**src/design/ppm_pkg.sv**
```systemverilog
// ****************************************
// Shared constants of the pin override mux
// ****************************************
package ppm_pkg;

    localparam int          NUM_PINS          = 8;

    // ****************************************
    // Pin roles on the port
    // ****************************************
    localparam int          PIN_SERIAL_DATA   = 0;
    localparam int          PIN_SERIAL_OUT    = 1;
    localparam int          PIN_EXT_IRQ1      = 2;
    localparam int          PIN_CAPTURE       = 4;
    localparam logic [7:0]  PIN_EXT_IRQ1_MASK = 8'h04;

    // ****************************************
    // Reset values
    // ****************************************
    localparam logic [7:0]  PORT_RESET        = 8'h00;
    localparam logic [15:0] ANALOG_RESET      = 16'h0000;
    localparam logic [31:0] RDATA_RESET       = 32'h0000_0000;

    // ****************************************
    // Register offsets of the override controller
    // ****************************************
    localparam logic [11:0] REG_PULLUP_EN     = 12'h000;
    localparam logic [11:0] REG_PULLUP_VAL    = 12'h004;
    localparam logic [11:0] REG_DIR_EN        = 12'h008;
    localparam logic [11:0] REG_DIR_VAL       = 12'h00c;
    localparam logic [11:0] REG_VALUE_EN      = 12'h010;
    localparam logic [11:0] REG_VALUE_VAL     = 12'h014;
    localparam logic [11:0] REG_TOGGLE        = 12'h018;
    localparam logic [11:0] REG_INEN_EN       = 12'h01c;
    localparam logic [11:0] REG_INEN_VAL      = 12'h020;
    localparam logic [11:0] REG_ANALOG        = 12'h024;
    localparam logic [11:0] REG_STATUS        = 12'h028;
    localparam logic [11:0] REG_IRQ_CTRL      = 12'h02c;

    // Field positions
    localparam int          ANALOG_OE_LSB     = 0;
    localparam int          ANALOG_OUT_LSB    = 8;
    localparam int          IRQ_CTRL_EN_BIT   = 0;

endpackage : ppm_pkg

```
**src/design/ppm_if.sv**
```systemverilog
`timescale 1ns/100ps
// ****************************************
// Override signals between pins and peripherals
// ****************************************
interface ppm_if;
    import ppm_pkg::*;

    // Per-pin overrides from the peripherals
    logic [7:0] pullup_override_en;
    logic [7:0] pullup_override_val;
    logic [7:0] dir_override_en;
    logic [7:0] dir_override_val;
    logic [7:0] value_override_en;
    logic [7:0] value_override_val;
    logic [7:0] toggle_override_en;
    logic [7:0] input_en_override_en;
    logic [7:0] input_en_override_val;
    logic [7:0] analog_out;
    logic [7:0] analog_oe;
    logic       ext_irq1_enable;

    // Taps from the pins
    logic [7:0] alt_sense_input;
    logic [7:0] analog_pad_line;
    logic [7:0] pin_change_src;
    logic       capture_trigger_in;
    logic       ext_irq1_in;
    logic       serial_clk_three_wire;
    logic       serial_data_in;

    modport pins (
        input  pullup_override_en, pullup_override_val, dir_override_en, dir_override_val,
        input  value_override_en, value_override_val, toggle_override_en,
        input  input_en_override_en, input_en_override_val, analog_out, analog_oe, ext_irq1_enable,
        output alt_sense_input, analog_pad_line, pin_change_src, capture_trigger_in,
        output ext_irq1_in, serial_clk_three_wire, serial_data_in
    );

    modport periph (
        output pullup_override_en, pullup_override_val, dir_override_en, dir_override_val,
        output value_override_en, value_override_val, toggle_override_en,
        output input_en_override_en, input_en_override_val, analog_out, analog_oe, ext_irq1_enable,
        input  alt_sense_input, analog_pad_line, pin_change_src, capture_trigger_in,
        input  ext_irq1_in, serial_clk_three_wire, serial_data_in
    );

endinterface : ppm_if

```
**src/design/ppm_periph_ovr.sv**
```systemverilog
`timescale 1ns/100ps
module ppm_periph_ovr
    import ppm_pkg::*;
(
    // Clock and reset
    input  wire logic        pclk,
    input  wire logic        presetn,

    // APB slave
    input  wire logic        psel,
    input  wire logic        penable,
    input  wire logic        pwrite,
    input  wire logic [11:0] paddr,
    input  wire logic [31:0] pwdata,
    output logic      [31:0] prdata,
    output logic             pready,
    output logic             pslverr,

    // Pin side
    ppm_if.periph            ovr
);

    // ****************************************
    // Bus decode
    // ****************************************
    logic        access;
    logic        wr_done;
    logic        hit_cfg;
    logic [31:0] rd_value;
    logic [7:0]  pu_en, pu_val, dir_en, dir_val, val_en, val_val, ie_en, ie_val;
    logic [15:0] analog;
    logic        irq_en;
    logic [7:0]  tog;
    logic [7:0]  st_a, st_b, st_c, status;

    assign access  = psel & penable;
    assign wr_done = access & pready & pwrite;
    assign hit_cfg = (paddr == REG_PULLUP_EN) || (paddr == REG_PULLUP_VAL) || (paddr == REG_DIR_EN)
                  || (paddr == REG_DIR_VAL) || (paddr == REG_VALUE_EN) || (paddr == REG_VALUE_VAL)
                  || (paddr == REG_TOGGLE) || (paddr == REG_INEN_EN) || (paddr == REG_INEN_VAL)
                  || (paddr == REG_ANALOG) || (paddr == REG_STATUS) || (paddr == REG_IRQ_CTRL);

    assign rd_value = (paddr == REG_PULLUP_EN)  ? {24'h000000, pu_en}   :
                      (paddr == REG_PULLUP_VAL) ? {24'h000000, pu_val}  :
                      (paddr == REG_DIR_EN)     ? {24'h000000, dir_en}  :
                      (paddr == REG_DIR_VAL)    ? {24'h000000, dir_val} :
                      (paddr == REG_VALUE_EN)   ? {24'h000000, val_en}  :
                      (paddr == REG_VALUE_VAL)  ? {24'h000000, val_val} :
                      (paddr == REG_INEN_EN)    ? {24'h000000, ie_en}   :
                      (paddr == REG_INEN_VAL)   ? {24'h000000, ie_val}  :
                      (paddr == REG_ANALOG)     ? {16'h0000, analog}    :
                      (paddr == REG_STATUS)     ? {24'h000000, status}  :
                      (paddr == REG_IRQ_CTRL)   ? {31'h00000000, irq_en} :
                      RDATA_RESET;

    // One wait state so read data comes from a flop
    always_ff @(posedge pclk or negedge presetn)
    begin
        if (!presetn)
        begin
            pready  <= 1'h0;
            prdata  <= RDATA_RESET;
            pslverr <= 1'h0;
        end
        else
        begin
            pready  <= access & ~pready;
            prdata  <= (access & ~pready & ~pwrite) ? rd_value : prdata;
            pslverr <= access & ~pready & ~hit_cfg;
        end
    end

    // ****************************************
    // Override registers
    // ****************************************
    always_ff @(posedge pclk or negedge presetn)
    begin
        if (!presetn)
        begin
            pu_en   <= PORT_RESET;
            pu_val  <= PORT_RESET;
            dir_en  <= PORT_RESET;
            dir_val <= PORT_RESET;
            val_en  <= PORT_RESET;
            val_val <= PORT_RESET;
            ie_en   <= PORT_RESET;
            ie_val  <= PORT_RESET;
            analog  <= ANALOG_RESET;
            irq_en  <= 1'h0;
            tog     <= PORT_RESET;
        end
        else
        begin
            if (wr_done && paddr == REG_PULLUP_EN)  pu_en   <= pwdata[7:0];
            if (wr_done && paddr == REG_PULLUP_VAL) pu_val  <= pwdata[7:0];
            if (wr_done && paddr == REG_DIR_EN)     dir_en  <= pwdata[7:0];
            if (wr_done && paddr == REG_DIR_VAL)    dir_val <= pwdata[7:0];
            if (wr_done && paddr == REG_VALUE_EN)   val_en  <= pwdata[7:0];
            if (wr_done && paddr == REG_VALUE_VAL)  val_val <= pwdata[7:0];
            if (wr_done && paddr == REG_INEN_EN)    ie_en   <= pwdata[7:0];
            if (wr_done && paddr == REG_INEN_VAL)   ie_val  <= pwdata[7:0];
            if (wr_done && paddr == REG_ANALOG)     analog  <= pwdata[15:0];
            if (wr_done && paddr == REG_IRQ_CTRL)   irq_en  <= pwdata[IRQ_CTRL_EN_BIT];
            // Toggle request lasts one cycle per write
            tog <= (wr_done && paddr == REG_TOGGLE) ? pwdata[7:0] : PORT_RESET;
        end
    end

    // Overrides are produced here, per pin
    assign ovr.pullup_override_en    = pu_en;
    assign ovr.pullup_override_val   = pu_val;
    assign ovr.dir_override_en       = dir_en;
    assign ovr.dir_override_val      = dir_val;
    assign ovr.value_override_en     = val_en;
    assign ovr.value_override_val    = val_val;
    assign ovr.toggle_override_en    = tog;
    assign ovr.input_en_override_en  = ie_en;
    assign ovr.input_en_override_val = ie_val;
    assign ovr.analog_oe             = analog[ANALOG_OE_LSB +: 8];
    assign ovr.analog_out            = analog[ANALOG_OUT_LSB +: 8];
    assign ovr.ext_irq1_enable       = irq_en;

    // ****************************************
    // Own synchroniser on the raw taps
    // ****************************************
    always_ff @(posedge pclk or negedge presetn)
    begin
        if (!presetn)
        begin
            st_a   <= PORT_RESET;
            st_b   <= PORT_RESET;
            st_c   <= PORT_RESET;
            status <= PORT_RESET;
        end
        else
        begin
            st_a   <= ovr.alt_sense_input;
            st_b   <= st_a;
            st_c   <= st_b;
            status <= (st_c & ~(st_b ^ st_c)) | (status & (st_b ^ st_c));
        end
    end

endmodule : ppm_periph_ovr

```
**src/flat_wrapper.sv**
```systemverilog
// flat-port wrapper written by rule: the top's interface ports become plain ports
module ppm_periph_ovr_flat import ppm_pkg::*;
  (pclk, presetn, psel, penable, pwrite, paddr, pwdata, prdata, pready, pslverr, ovr_pullup_override_en, ovr_pullup_override_val, ovr_dir_override_en, ovr_dir_override_val, ovr_value_override_en, ovr_value_override_val, ovr_toggle_override_en, ovr_input_en_override_en, ovr_input_en_override_val, ovr_analog_out, ovr_analog_oe, ovr_ext_irq1_enable, ovr_alt_sense_input, ovr_analog_pad_line, ovr_pin_change_src, ovr_capture_trigger_in, ovr_ext_irq1_in, ovr_serial_clk_three_wire, ovr_serial_data_in);
  ppm_if ovr_i ();
  input  wire logic pclk;
  input  wire logic presetn;
  input  wire logic psel;
  input  wire logic penable;
  input  wire logic pwrite;
  input  wire logic [11:0] paddr;
  input  wire logic [31:0] pwdata;
  output logic      [31:0] prdata;
  output logic pready;
  output logic pslverr;
  output wire logic [$bits(ovr_i.pullup_override_en)-1:0] ovr_pullup_override_en;
  output wire logic [$bits(ovr_i.pullup_override_val)-1:0] ovr_pullup_override_val;
  output wire logic [$bits(ovr_i.dir_override_en)-1:0] ovr_dir_override_en;
  output wire logic [$bits(ovr_i.dir_override_val)-1:0] ovr_dir_override_val;
  output wire logic [$bits(ovr_i.value_override_en)-1:0] ovr_value_override_en;
  output wire logic [$bits(ovr_i.value_override_val)-1:0] ovr_value_override_val;
  output wire logic [$bits(ovr_i.toggle_override_en)-1:0] ovr_toggle_override_en;
  output wire logic [$bits(ovr_i.input_en_override_en)-1:0] ovr_input_en_override_en;
  output wire logic [$bits(ovr_i.input_en_override_val)-1:0] ovr_input_en_override_val;
  output wire logic [$bits(ovr_i.analog_out)-1:0] ovr_analog_out;
  output wire logic [$bits(ovr_i.analog_oe)-1:0] ovr_analog_oe;
  output wire logic [$bits(ovr_i.ext_irq1_enable)-1:0] ovr_ext_irq1_enable;
  input wire logic [$bits(ovr_i.alt_sense_input)-1:0] ovr_alt_sense_input;
  input wire logic [$bits(ovr_i.analog_pad_line)-1:0] ovr_analog_pad_line;
  input wire logic [$bits(ovr_i.pin_change_src)-1:0] ovr_pin_change_src;
  input wire logic [$bits(ovr_i.capture_trigger_in)-1:0] ovr_capture_trigger_in;
  input wire logic [$bits(ovr_i.ext_irq1_in)-1:0] ovr_ext_irq1_in;
  input wire logic [$bits(ovr_i.serial_clk_three_wire)-1:0] ovr_serial_clk_three_wire;
  input wire logic [$bits(ovr_i.serial_data_in)-1:0] ovr_serial_data_in;
  assign ovr_pullup_override_en = ovr_i.pullup_override_en;
  assign ovr_pullup_override_val = ovr_i.pullup_override_val;
  assign ovr_dir_override_en = ovr_i.dir_override_en;
  assign ovr_dir_override_val = ovr_i.dir_override_val;
  assign ovr_value_override_en = ovr_i.value_override_en;
  assign ovr_value_override_val = ovr_i.value_override_val;
  assign ovr_toggle_override_en = ovr_i.toggle_override_en;
  assign ovr_input_en_override_en = ovr_i.input_en_override_en;
  assign ovr_input_en_override_val = ovr_i.input_en_override_val;
  assign ovr_analog_out = ovr_i.analog_out;
  assign ovr_analog_oe = ovr_i.analog_oe;
  assign ovr_ext_irq1_enable = ovr_i.ext_irq1_enable;
  assign ovr_i.alt_sense_input = ovr_alt_sense_input;
  assign ovr_i.analog_pad_line = ovr_analog_pad_line;
  assign ovr_i.pin_change_src = ovr_pin_change_src;
  assign ovr_i.capture_trigger_in = ovr_capture_trigger_in;
  assign ovr_i.ext_irq1_in = ovr_ext_irq1_in;
  assign ovr_i.serial_clk_three_wire = ovr_serial_clk_three_wire;
  assign ovr_i.serial_data_in = ovr_serial_data_in;
  ppm_periph_ovr u_core (.pclk(pclk), .presetn(presetn), .psel(psel), .penable(penable), .pwrite(pwrite), .paddr(paddr), .pwdata(pwdata), .prdata(prdata), .pready(pready), .pslverr(pslverr), .ovr(ovr_i));
endmodule
```
**config.mk**
```make
export PLATFORM = sky130hd
export DESIGN_NAME = ppm_periph_ovr_flat
export DESIGN_NICKNAME = d
export VERILOG_FILES = /design/src/design/ppm_pkg.sv /design/src/design/ppm_if.sv /design/src/design/ppm_periph_ovr.sv /design/src/flat_wrapper.sv
export SDC_FILE = /design/constraint.sdc
export NUM_CORES = 1
export LEC_CHECK = 0
export BUFFER_PORTS_ARGS = -buffer_cell sky130_fd_sc_hd__buf_2
export CORE_UTILIZATION = 55
export CTS_CLUSTER_SIZE = 28
export DETAILED_ROUTE_END_ITERATION = 12
export PLACE_DENSITY_LB_ADDON = 0.1
export SKIP_CTS_REPAIR_TIMING = 1
export SLEW_MARGIN = 5
export SYNTH_ARGS = -nofsm -noshare
export SYNTH_HDL_FRONTEND = slang
export SYNTH_SLANG_ARGS = --single-unit
```
**constraint.sdc**
```tcl
create_clock -name pclk -period 4.6 [get_ports pclk]
set_input_delay 1.15 -clock pclk [delete_from_list [all_inputs] [get_ports pclk]]
set_output_delay 1.15 -clock pclk [all_outputs]
set_load 0.02 [all_outputs]
```
==> flow_metrics.env, run 1 <==
export IMPL_grt_pass1_vias=4638
export IMPL_cts_inserted_buffers=17
export IMPL_power_total_mw=2.77
export IMPL_grt_pass1_wl_mm=25.2
export IMPL_yosysWarnings=0
export IMPL_cts_tree="yes"
export IMPL_synth_top_area_share=0.564
export IMPL_fin_tns_setup_ps=0
export IMPL_fill_cells=808
export IMPL_p_per_area_mw_per_mm2=366
export IMPL_worst_setup_path_end_kind="flop"
export IMPL_peakVddDrop_mv=0.301
export IMPL_worst_slew_pin_slew_ps=884
export IMPL_dr_wl_met2_mm=7.71
export IMPL_finalHoldViolations=0
export IMPL_antenna_found_initial=0
export IMPL_start_util=0.566
export IMPL_track_usage=0.300
export IMPL_post_dp_hpwl_mm=11.6
export IMPL_synth_edf_count=0
export IMPL_ys_ff_latch=139
export IMPL_n_antenna_cell=0
export IMPL_die_width_um=108
export IMPL_arrival_ps=3280
export IMPL_async_flop_share=1.00
export IMPL_cp_required_ps=4990
export IMPL_vias=4679
export IMPL_h_tree_depth=4
export IMPL_root_buffer="clkbuf_8"
export IMPL_clkTransAtPathRegs_ps=60
export IMPL_synth_ff_type="dfrtp_1"
export IMPL_final_max_slew_viol_count=0
export IMPL_drt_pre_antenna_iters=5
export IMPL_port_buffers=147
export IMPL_drt_total_wl_mm=16.3
export IMPL_critical_path_class="input port to flop"
export IMPL_viasPerCell=6.00
export IMPL_synth_cell_types=65
export IMPL_slew_headroom=0.395
export IMPL_ys_top_cells_by_count="139 x dfrtp_1, 82 x mux2_2, 23 x a21oi_1, 19 x nand2_1, 18 x buf_4"
export IMPL_critPathLaunchType="input port"
export IMPL_rows=38
export IMPL_coreArea_mm2=0.0109
export IMPL_overflow=0
export IMPL_io_pins=200
export IMPL_fin_nets=705
export IMPL_dr_first_iter_drc_count=371
export IMPL_drc_errors=0
export IMPL_yosys_area_top_type="dfrtp_1"
export IMPL_die_height_um=108
export IMPL_detail_route_wl_per_cell_um=20.9
export IMPL_status="finished clean"
export IMPL_worst_hold_slack_ps=346
export IMPL_die_area_mm2=0.0116
export IMPL_setup_violations=0
export IMPL_p_leak_nw=3.88
export IMPL_fin_ws_ps=1710
export IMPL_syn_inst=476
export IMPL_ant_nets=0
export IMPL_drv_cap=0
export IMPL_cts_sinks=139
export IMPL_clock_skew_ps=7.42
export IMPL_clock_fmax_mhz=346
export IMPL_period_needed_ps=2890
export IMPL_syn_to_final_growth_pct=22.9
export IMPL_rsz0062_at_grt="no"
export IMPL_synthTopCellsByArea="dfrtp_1 56%, mux2_2 15%, buf_4 2.2%, a21oi_1 1.9%, nor3_4 1.3%"
export IMPL_wl_met1_mm=6.91
export IMPL_globalplace_congestion=0.935
export IMPL_top_layer="met4"
export IMPL_yosysMostFrequentCell="dfrtp_1"
export IMPL_final_layout_size_suffix_gt1_frac=0.455
export IMPL_clk_latency_ps=540
export IMPL_dr_wl_met3_mm=1.23
export IMPL_cts_buffer_depth=2
export IMPL_period_share=0.629
export IMPL_dp_slack_ps=1230
export IMPL_avgSynthCellArea_um2=12.9
export IMPL_grt_start_max_net_pins=81
export IMPL_synth_seq_area_share=0.564
export IMPL_syn_area_mm2=0.00616
export IMPL_cp_max_fo=11
export IMPL_hp_class="flop to flop"
==> power breakdown <==
group / internal [mW] / switching (mW) / leakage (nW)
clock network: 0.867 / 0.489 / 0.296
registers: 1.25 / 0.0132 / 1.86
logic: 0.0421 / 0.113 / 1.73
total: 2.16 / 0.615 / 3.88
==> area by class of cell <==
type	instances	area [µm²]	share of cell area
Timing Repair Buffer	156	810	0.107
Clock inverter	6	82.6	0.0109
Multi-Input combinational cell	308	2490	0.329
Inverter	6	22.5	0.00297
Sequential cell	139	3480	0.459
Clock buffer	25	514	0.0679
Tap cell	140	175	0.0231
==> layout by cell type (no fill, tap or decap), drive strengths merged, types with 3 or more instances in the layout <==
| master | Yosys | layout |
|---|---|---|
| buf | 28 | 156 |
| dfrtp | 139 | 139 |
| mux2 | 82 | 82 |
| clkbuf | 10 | 25 |
| a21oi | 23 | 23 |
| nand2 | 19 | 19 |
| nor3 | 18 | 18 |
| conb | 1 | 16 |
| nand3 | 16 | 16 |
| nor2 | 16 | 16 |
| o21ai | 9 | 9 |
| and2 | 8 | 8 |
| a22o | 8 | 8 |
| maj3 | 8 | 8 |
| inv | 6 | 6 |
| nand2b | 5 | 5 |
| nand4 | 5 | 5 |
| nor4 | 5 | 5 |
| and3 | 4 | 4 |
| a31oi | 4 | 4 |
| o41ai | 4 | 4 |
| o311ai | 4 | 4 |
| nor2b | 3 | 3 |
| a32o | 3 | 3 |
| a211oi | 3 | 3 |
| a32oi | 3 | 3 |
| clkinv | 0 | 3 |
| or2 | 3 | 3 |
| or4 | 3 | 3 |
==> final timing paths <==
kind | slack (ps) | start | end | cells past startpoint
worst max-delay path | 1710 | paddr[4] | u_core.prdata[0] | 7
worst min-delay path | 350 | u_core.st_a[4] | u_core.st_b[4] | 0
worst max register to register | 2440 | u_core.pready | u_core.ovr.dir_override_val[6] | 3
worst min register to register | 350 | u_core.st_a[4] | u_core.st_b[4] | 0
max in group asynchronous | 3040 | presetn | u_core.st_a[2] | 2
min in group asynchronous | 630 | presetn | u_core.st_a[0] | 1
==> kinds of logic (layout without fill, tap and decap cells) <==
kind of cell | after synthesis | after routing | share of synthesized area
AOI/OAI and AO/OA | 87 | 87 | 0.102
adders and majority gates | 8 | 8 | 0.0130
buffers and inverters | 44 | 193 | 0.0404
DFF | 139 | 139 | 0.564
muxes | 84 | 84 | 0.153
other | 1 | 16 | 0.000609
and+or+nand+nor | 113 | 113 | 0.126
==> worst max-delay path: stages <==
cell and delay [ps]:
buf_2 220, nor4b_1 370, buf_4 270, o221ai_1 180, o311a_1 160, a2111oi_0 790, o31ai_1 140
==> sequential cells by signal, summed over array words and instances, names as in the netlist, named ones only <==
register / cells
u_core.st_a: 8
u_core.pslverr: 1
u_core.ovr.value_override_en: 8
u_core.st_b: 8
u_core.prdata: 16
u_core.ovr.value_override_val: 8
u_core.ovr.toggle_override_en: 8
u_core.ovr.input_en_override_val: 8
u_core.st_c: 8
u_core.ovr.pullup_override_en: 8
u_core.ovr.ext_irq1_enable: 1
u_core.ovr.dir_override_val: 8
u_core.pready: 1
u_core.ovr.dir_override_en: 8
u_core.ovr.pullup_override_val: 8
u_core.ovr.input_en_override_en: 8
u_core.analog: 16
==> stage by stage <==
stage	cell area (µm²)	util	std cells
4_1_cts	7570	0.696	780
6_report	7570	0.696	780
3_5_place_dp	6980	0.641	749
3_3_place_gp	6980	0.641	749
2_1_floorplan	6220	-	491
5_1_grt	7570	0.696	780
==> layer usage <==
metal	vias up	global-route usage
li1	2051	-
met1	2368	0.400
met2	223	0.449
met3	37	0.0926
met4	0	0.141
met5	-	0
(Power assumes the default switching activity.)
==> inputs of run 2 (changes only) <==
Settings changed: CORE_UTILIZATION 55 to 46.
Clock period 4.6 ns to 2.4 ns, I/O delays scaled along.
==> flow_metrics.env, run 2 (same netlist as run 1, synthesis figures left out) <==
export IMPL_status="finished clean"
export IMPL_rsz0062_at_grt="no"
export IMPL_p_leak_nw=4.27
export IMPL_detail_route_wl_per_cell_um=19.7
export IMPL_h_tree_depth=4
export IMPL_overflow=0
export IMPL_drt_pre_antenna_iters=5
export IMPL_globalplace_congestion=0.891
export IMPL_finalHoldViolations=0
export IMPL_coreArea_mm2=0.0128
export IMPL_die_area_mm2=0.0139
export IMPL_critical_path_class="input port to flop"
export IMPL_slew_headroom=0.557
export IMPL_die_height_um=118
export IMPL_cts_tree="yes"
export IMPL_arrival_ps=2360
export IMPL_ant_nets=0
export IMPL_io_pins=200
export IMPL_cp_slowest_stage_delay_ps=600
export IMPL_dr_first_iter_drc_count=331
export IMPL_die_width_um=118
export IMPL_peakVddDrop_mv=0.749
export IMPL_grt_pass1_vias=4839
export IMPL_start_util=0.480
export IMPL_cts_sinks=139
export IMPL_clkTransAtPathRegs_ps=60
export IMPL_final_layout_size_suffix_gt1_frac=0.508
export IMPL_worst_setup_path_end_kind="flop"
export IMPL_n_antenna_cell=0
export IMPL_drv_cap=0
export IMPL_cp_max_fo=16
export IMPL_grt_start_max_net_pins=57
export IMPL_clock_skew_ps=5.05
export IMPL_cp_required_ps=2700
export IMPL_p_per_area_mw_per_mm2=671
export IMPL_period_needed_ps=2060
export IMPL_port_buffers=147
export IMPL_power_total_mw=5.57
export IMPL_antenna_found_initial=0
export IMPL_drc_errors=0
export IMPL_final_common_cell="buf_2"
export IMPL_period_share=0.860
export IMPL_cts_inserted_buffers=17
export IMPL_setup_violations=0
export IMPL_fin_cells=885
export IMPL_final_max_slew_viol_count=0
export IMPL_layout_common_cells="146 x buf_2, 139 x dfrtp_1, 82 x mux2_2"
export IMPL_syn_to_final_growth_pct=34.6
export IMPL_viasPerCell=5.53
export IMPL_track_usage=0.268
export IMPL_fin_nets=778
export IMPL_root_buffer="clkbuf_16"
export IMPL_worst_slew_pin_slew_ps=665
export IMPL_post_dp_hpwl_mm=13.2
export IMPL_slowest_stage="or4_4"
export IMPL_cts_buffer_depth=2
export IMPL_grt_pass1_wl_mm=28.0
export IMPL_clock_fmax_mhz=485
export IMPL_largestRegisters="u_core.analog (16), u_core.prdata (16)"
export IMPL_clk_latency_ps=420
export IMPL_critPathLaunchType="input port"
export IMPL_rows=41
export IMPL_placed_cells=854
export IMPL_crit_path_cell_trace="buf_2 -> or4_4 -> nor3_2 -> nand3_2 -> nor2_4 -> buf_12 -> mux2_2"
export IMPL_drt_total_wl_mm=17.5
export IMPL_vias=4898
export IMPL_hp_class="input port to asynchronous set/reset pin"
-- run 2: cell types whose count changed in the layout (fill, tap and decap cells not counted), sizes merged --
cell,previous run,this run
clkinv,3,4
buf,156,229
bufinv,2,5
clkbuf,25,20
inv,6,7
-- run 2: worst paths after layout --
| check | cells after the start | start | endpoint | slack [ps] |
|---|---|---|---|---|
| max in group asynchronous | 2 | presetn | u_core.st_a[3] | 1620 |
| worst max-delay path | 7 | paddr[11] | u_core.analog[8] | 340 |
| min in group pclk | 1 | ovr_alt_sense_input[5] | u_core.st_a[5] | 290 |
| worst max register to register | 6 | u_core.pready | u_core.prdata[1] | 490 |
| worst min-delay path | 1 | presetn | u_core.ovr.toggle_override_en[5] | 140 |
| worst min register to register | 0 | u_core.st_a[6] | u_core.st_b[6] | 350 |
-- run 2: per-layer routing --
layer / up-vias / track usage / share of wire
li1: 2214 / - / -
met1: 2471 / 0.376 / 0.45
met2: 192 / 0.413 / 0.47
met3: 21 / 0.0630 / 0.055
met4: 0 / 0.0833 / 0.020
met5: - / 0 / 0
-- run 2: through the flow --
| step | setup WS (ps) | hold WS, ps | setup TNS, ps | utilization | instance area (µm²) |
|---|---|---|---|---|---|
| after floorplan | 53.1 | 304 | 0 | - | 6220 |
| after global placement | -62.6 | 332 | -1950 | 0.598 | 7660 |
| after detailed placement | -88.6 | 340 | -2800 | 0.598 | 7660 |
| after CTS | 348 | 151 | 0 | 0.647 | 8300 |
| after global routing | 297 | 174 | 0 | 0.647 | 8300 |
| final | 336 | 144 | 0 | 0.647 | 8300 |
-- run 2: layout make-up --
cell class	instances	area [µm²]
Clock buffer	20	437
Clock inverter	11	194
Fill cell	1042	4530
Inverter	6	22.5
Multi-Input combinational cell	308	2490
Sequential cell	139	3480
Tap cell	172	215
Timing Repair Buffer	229	1460
-- run 2: report_power, final --
part / switching [mW] / total (mW) / internal [mW]
clock: 0.966 / 2.81 / 1.84
sequential: 0.0268 / 2.42 / 2.39
combinational: 0.229 / 0.344 / 0.116
total: 1.22 / 5.57 / 4.35
-- run 2: critical path, delay by kind of cell --
family	cells	cell delay (ps)
simple gates	4	1110
mux	1	350
buf+inv	2	280
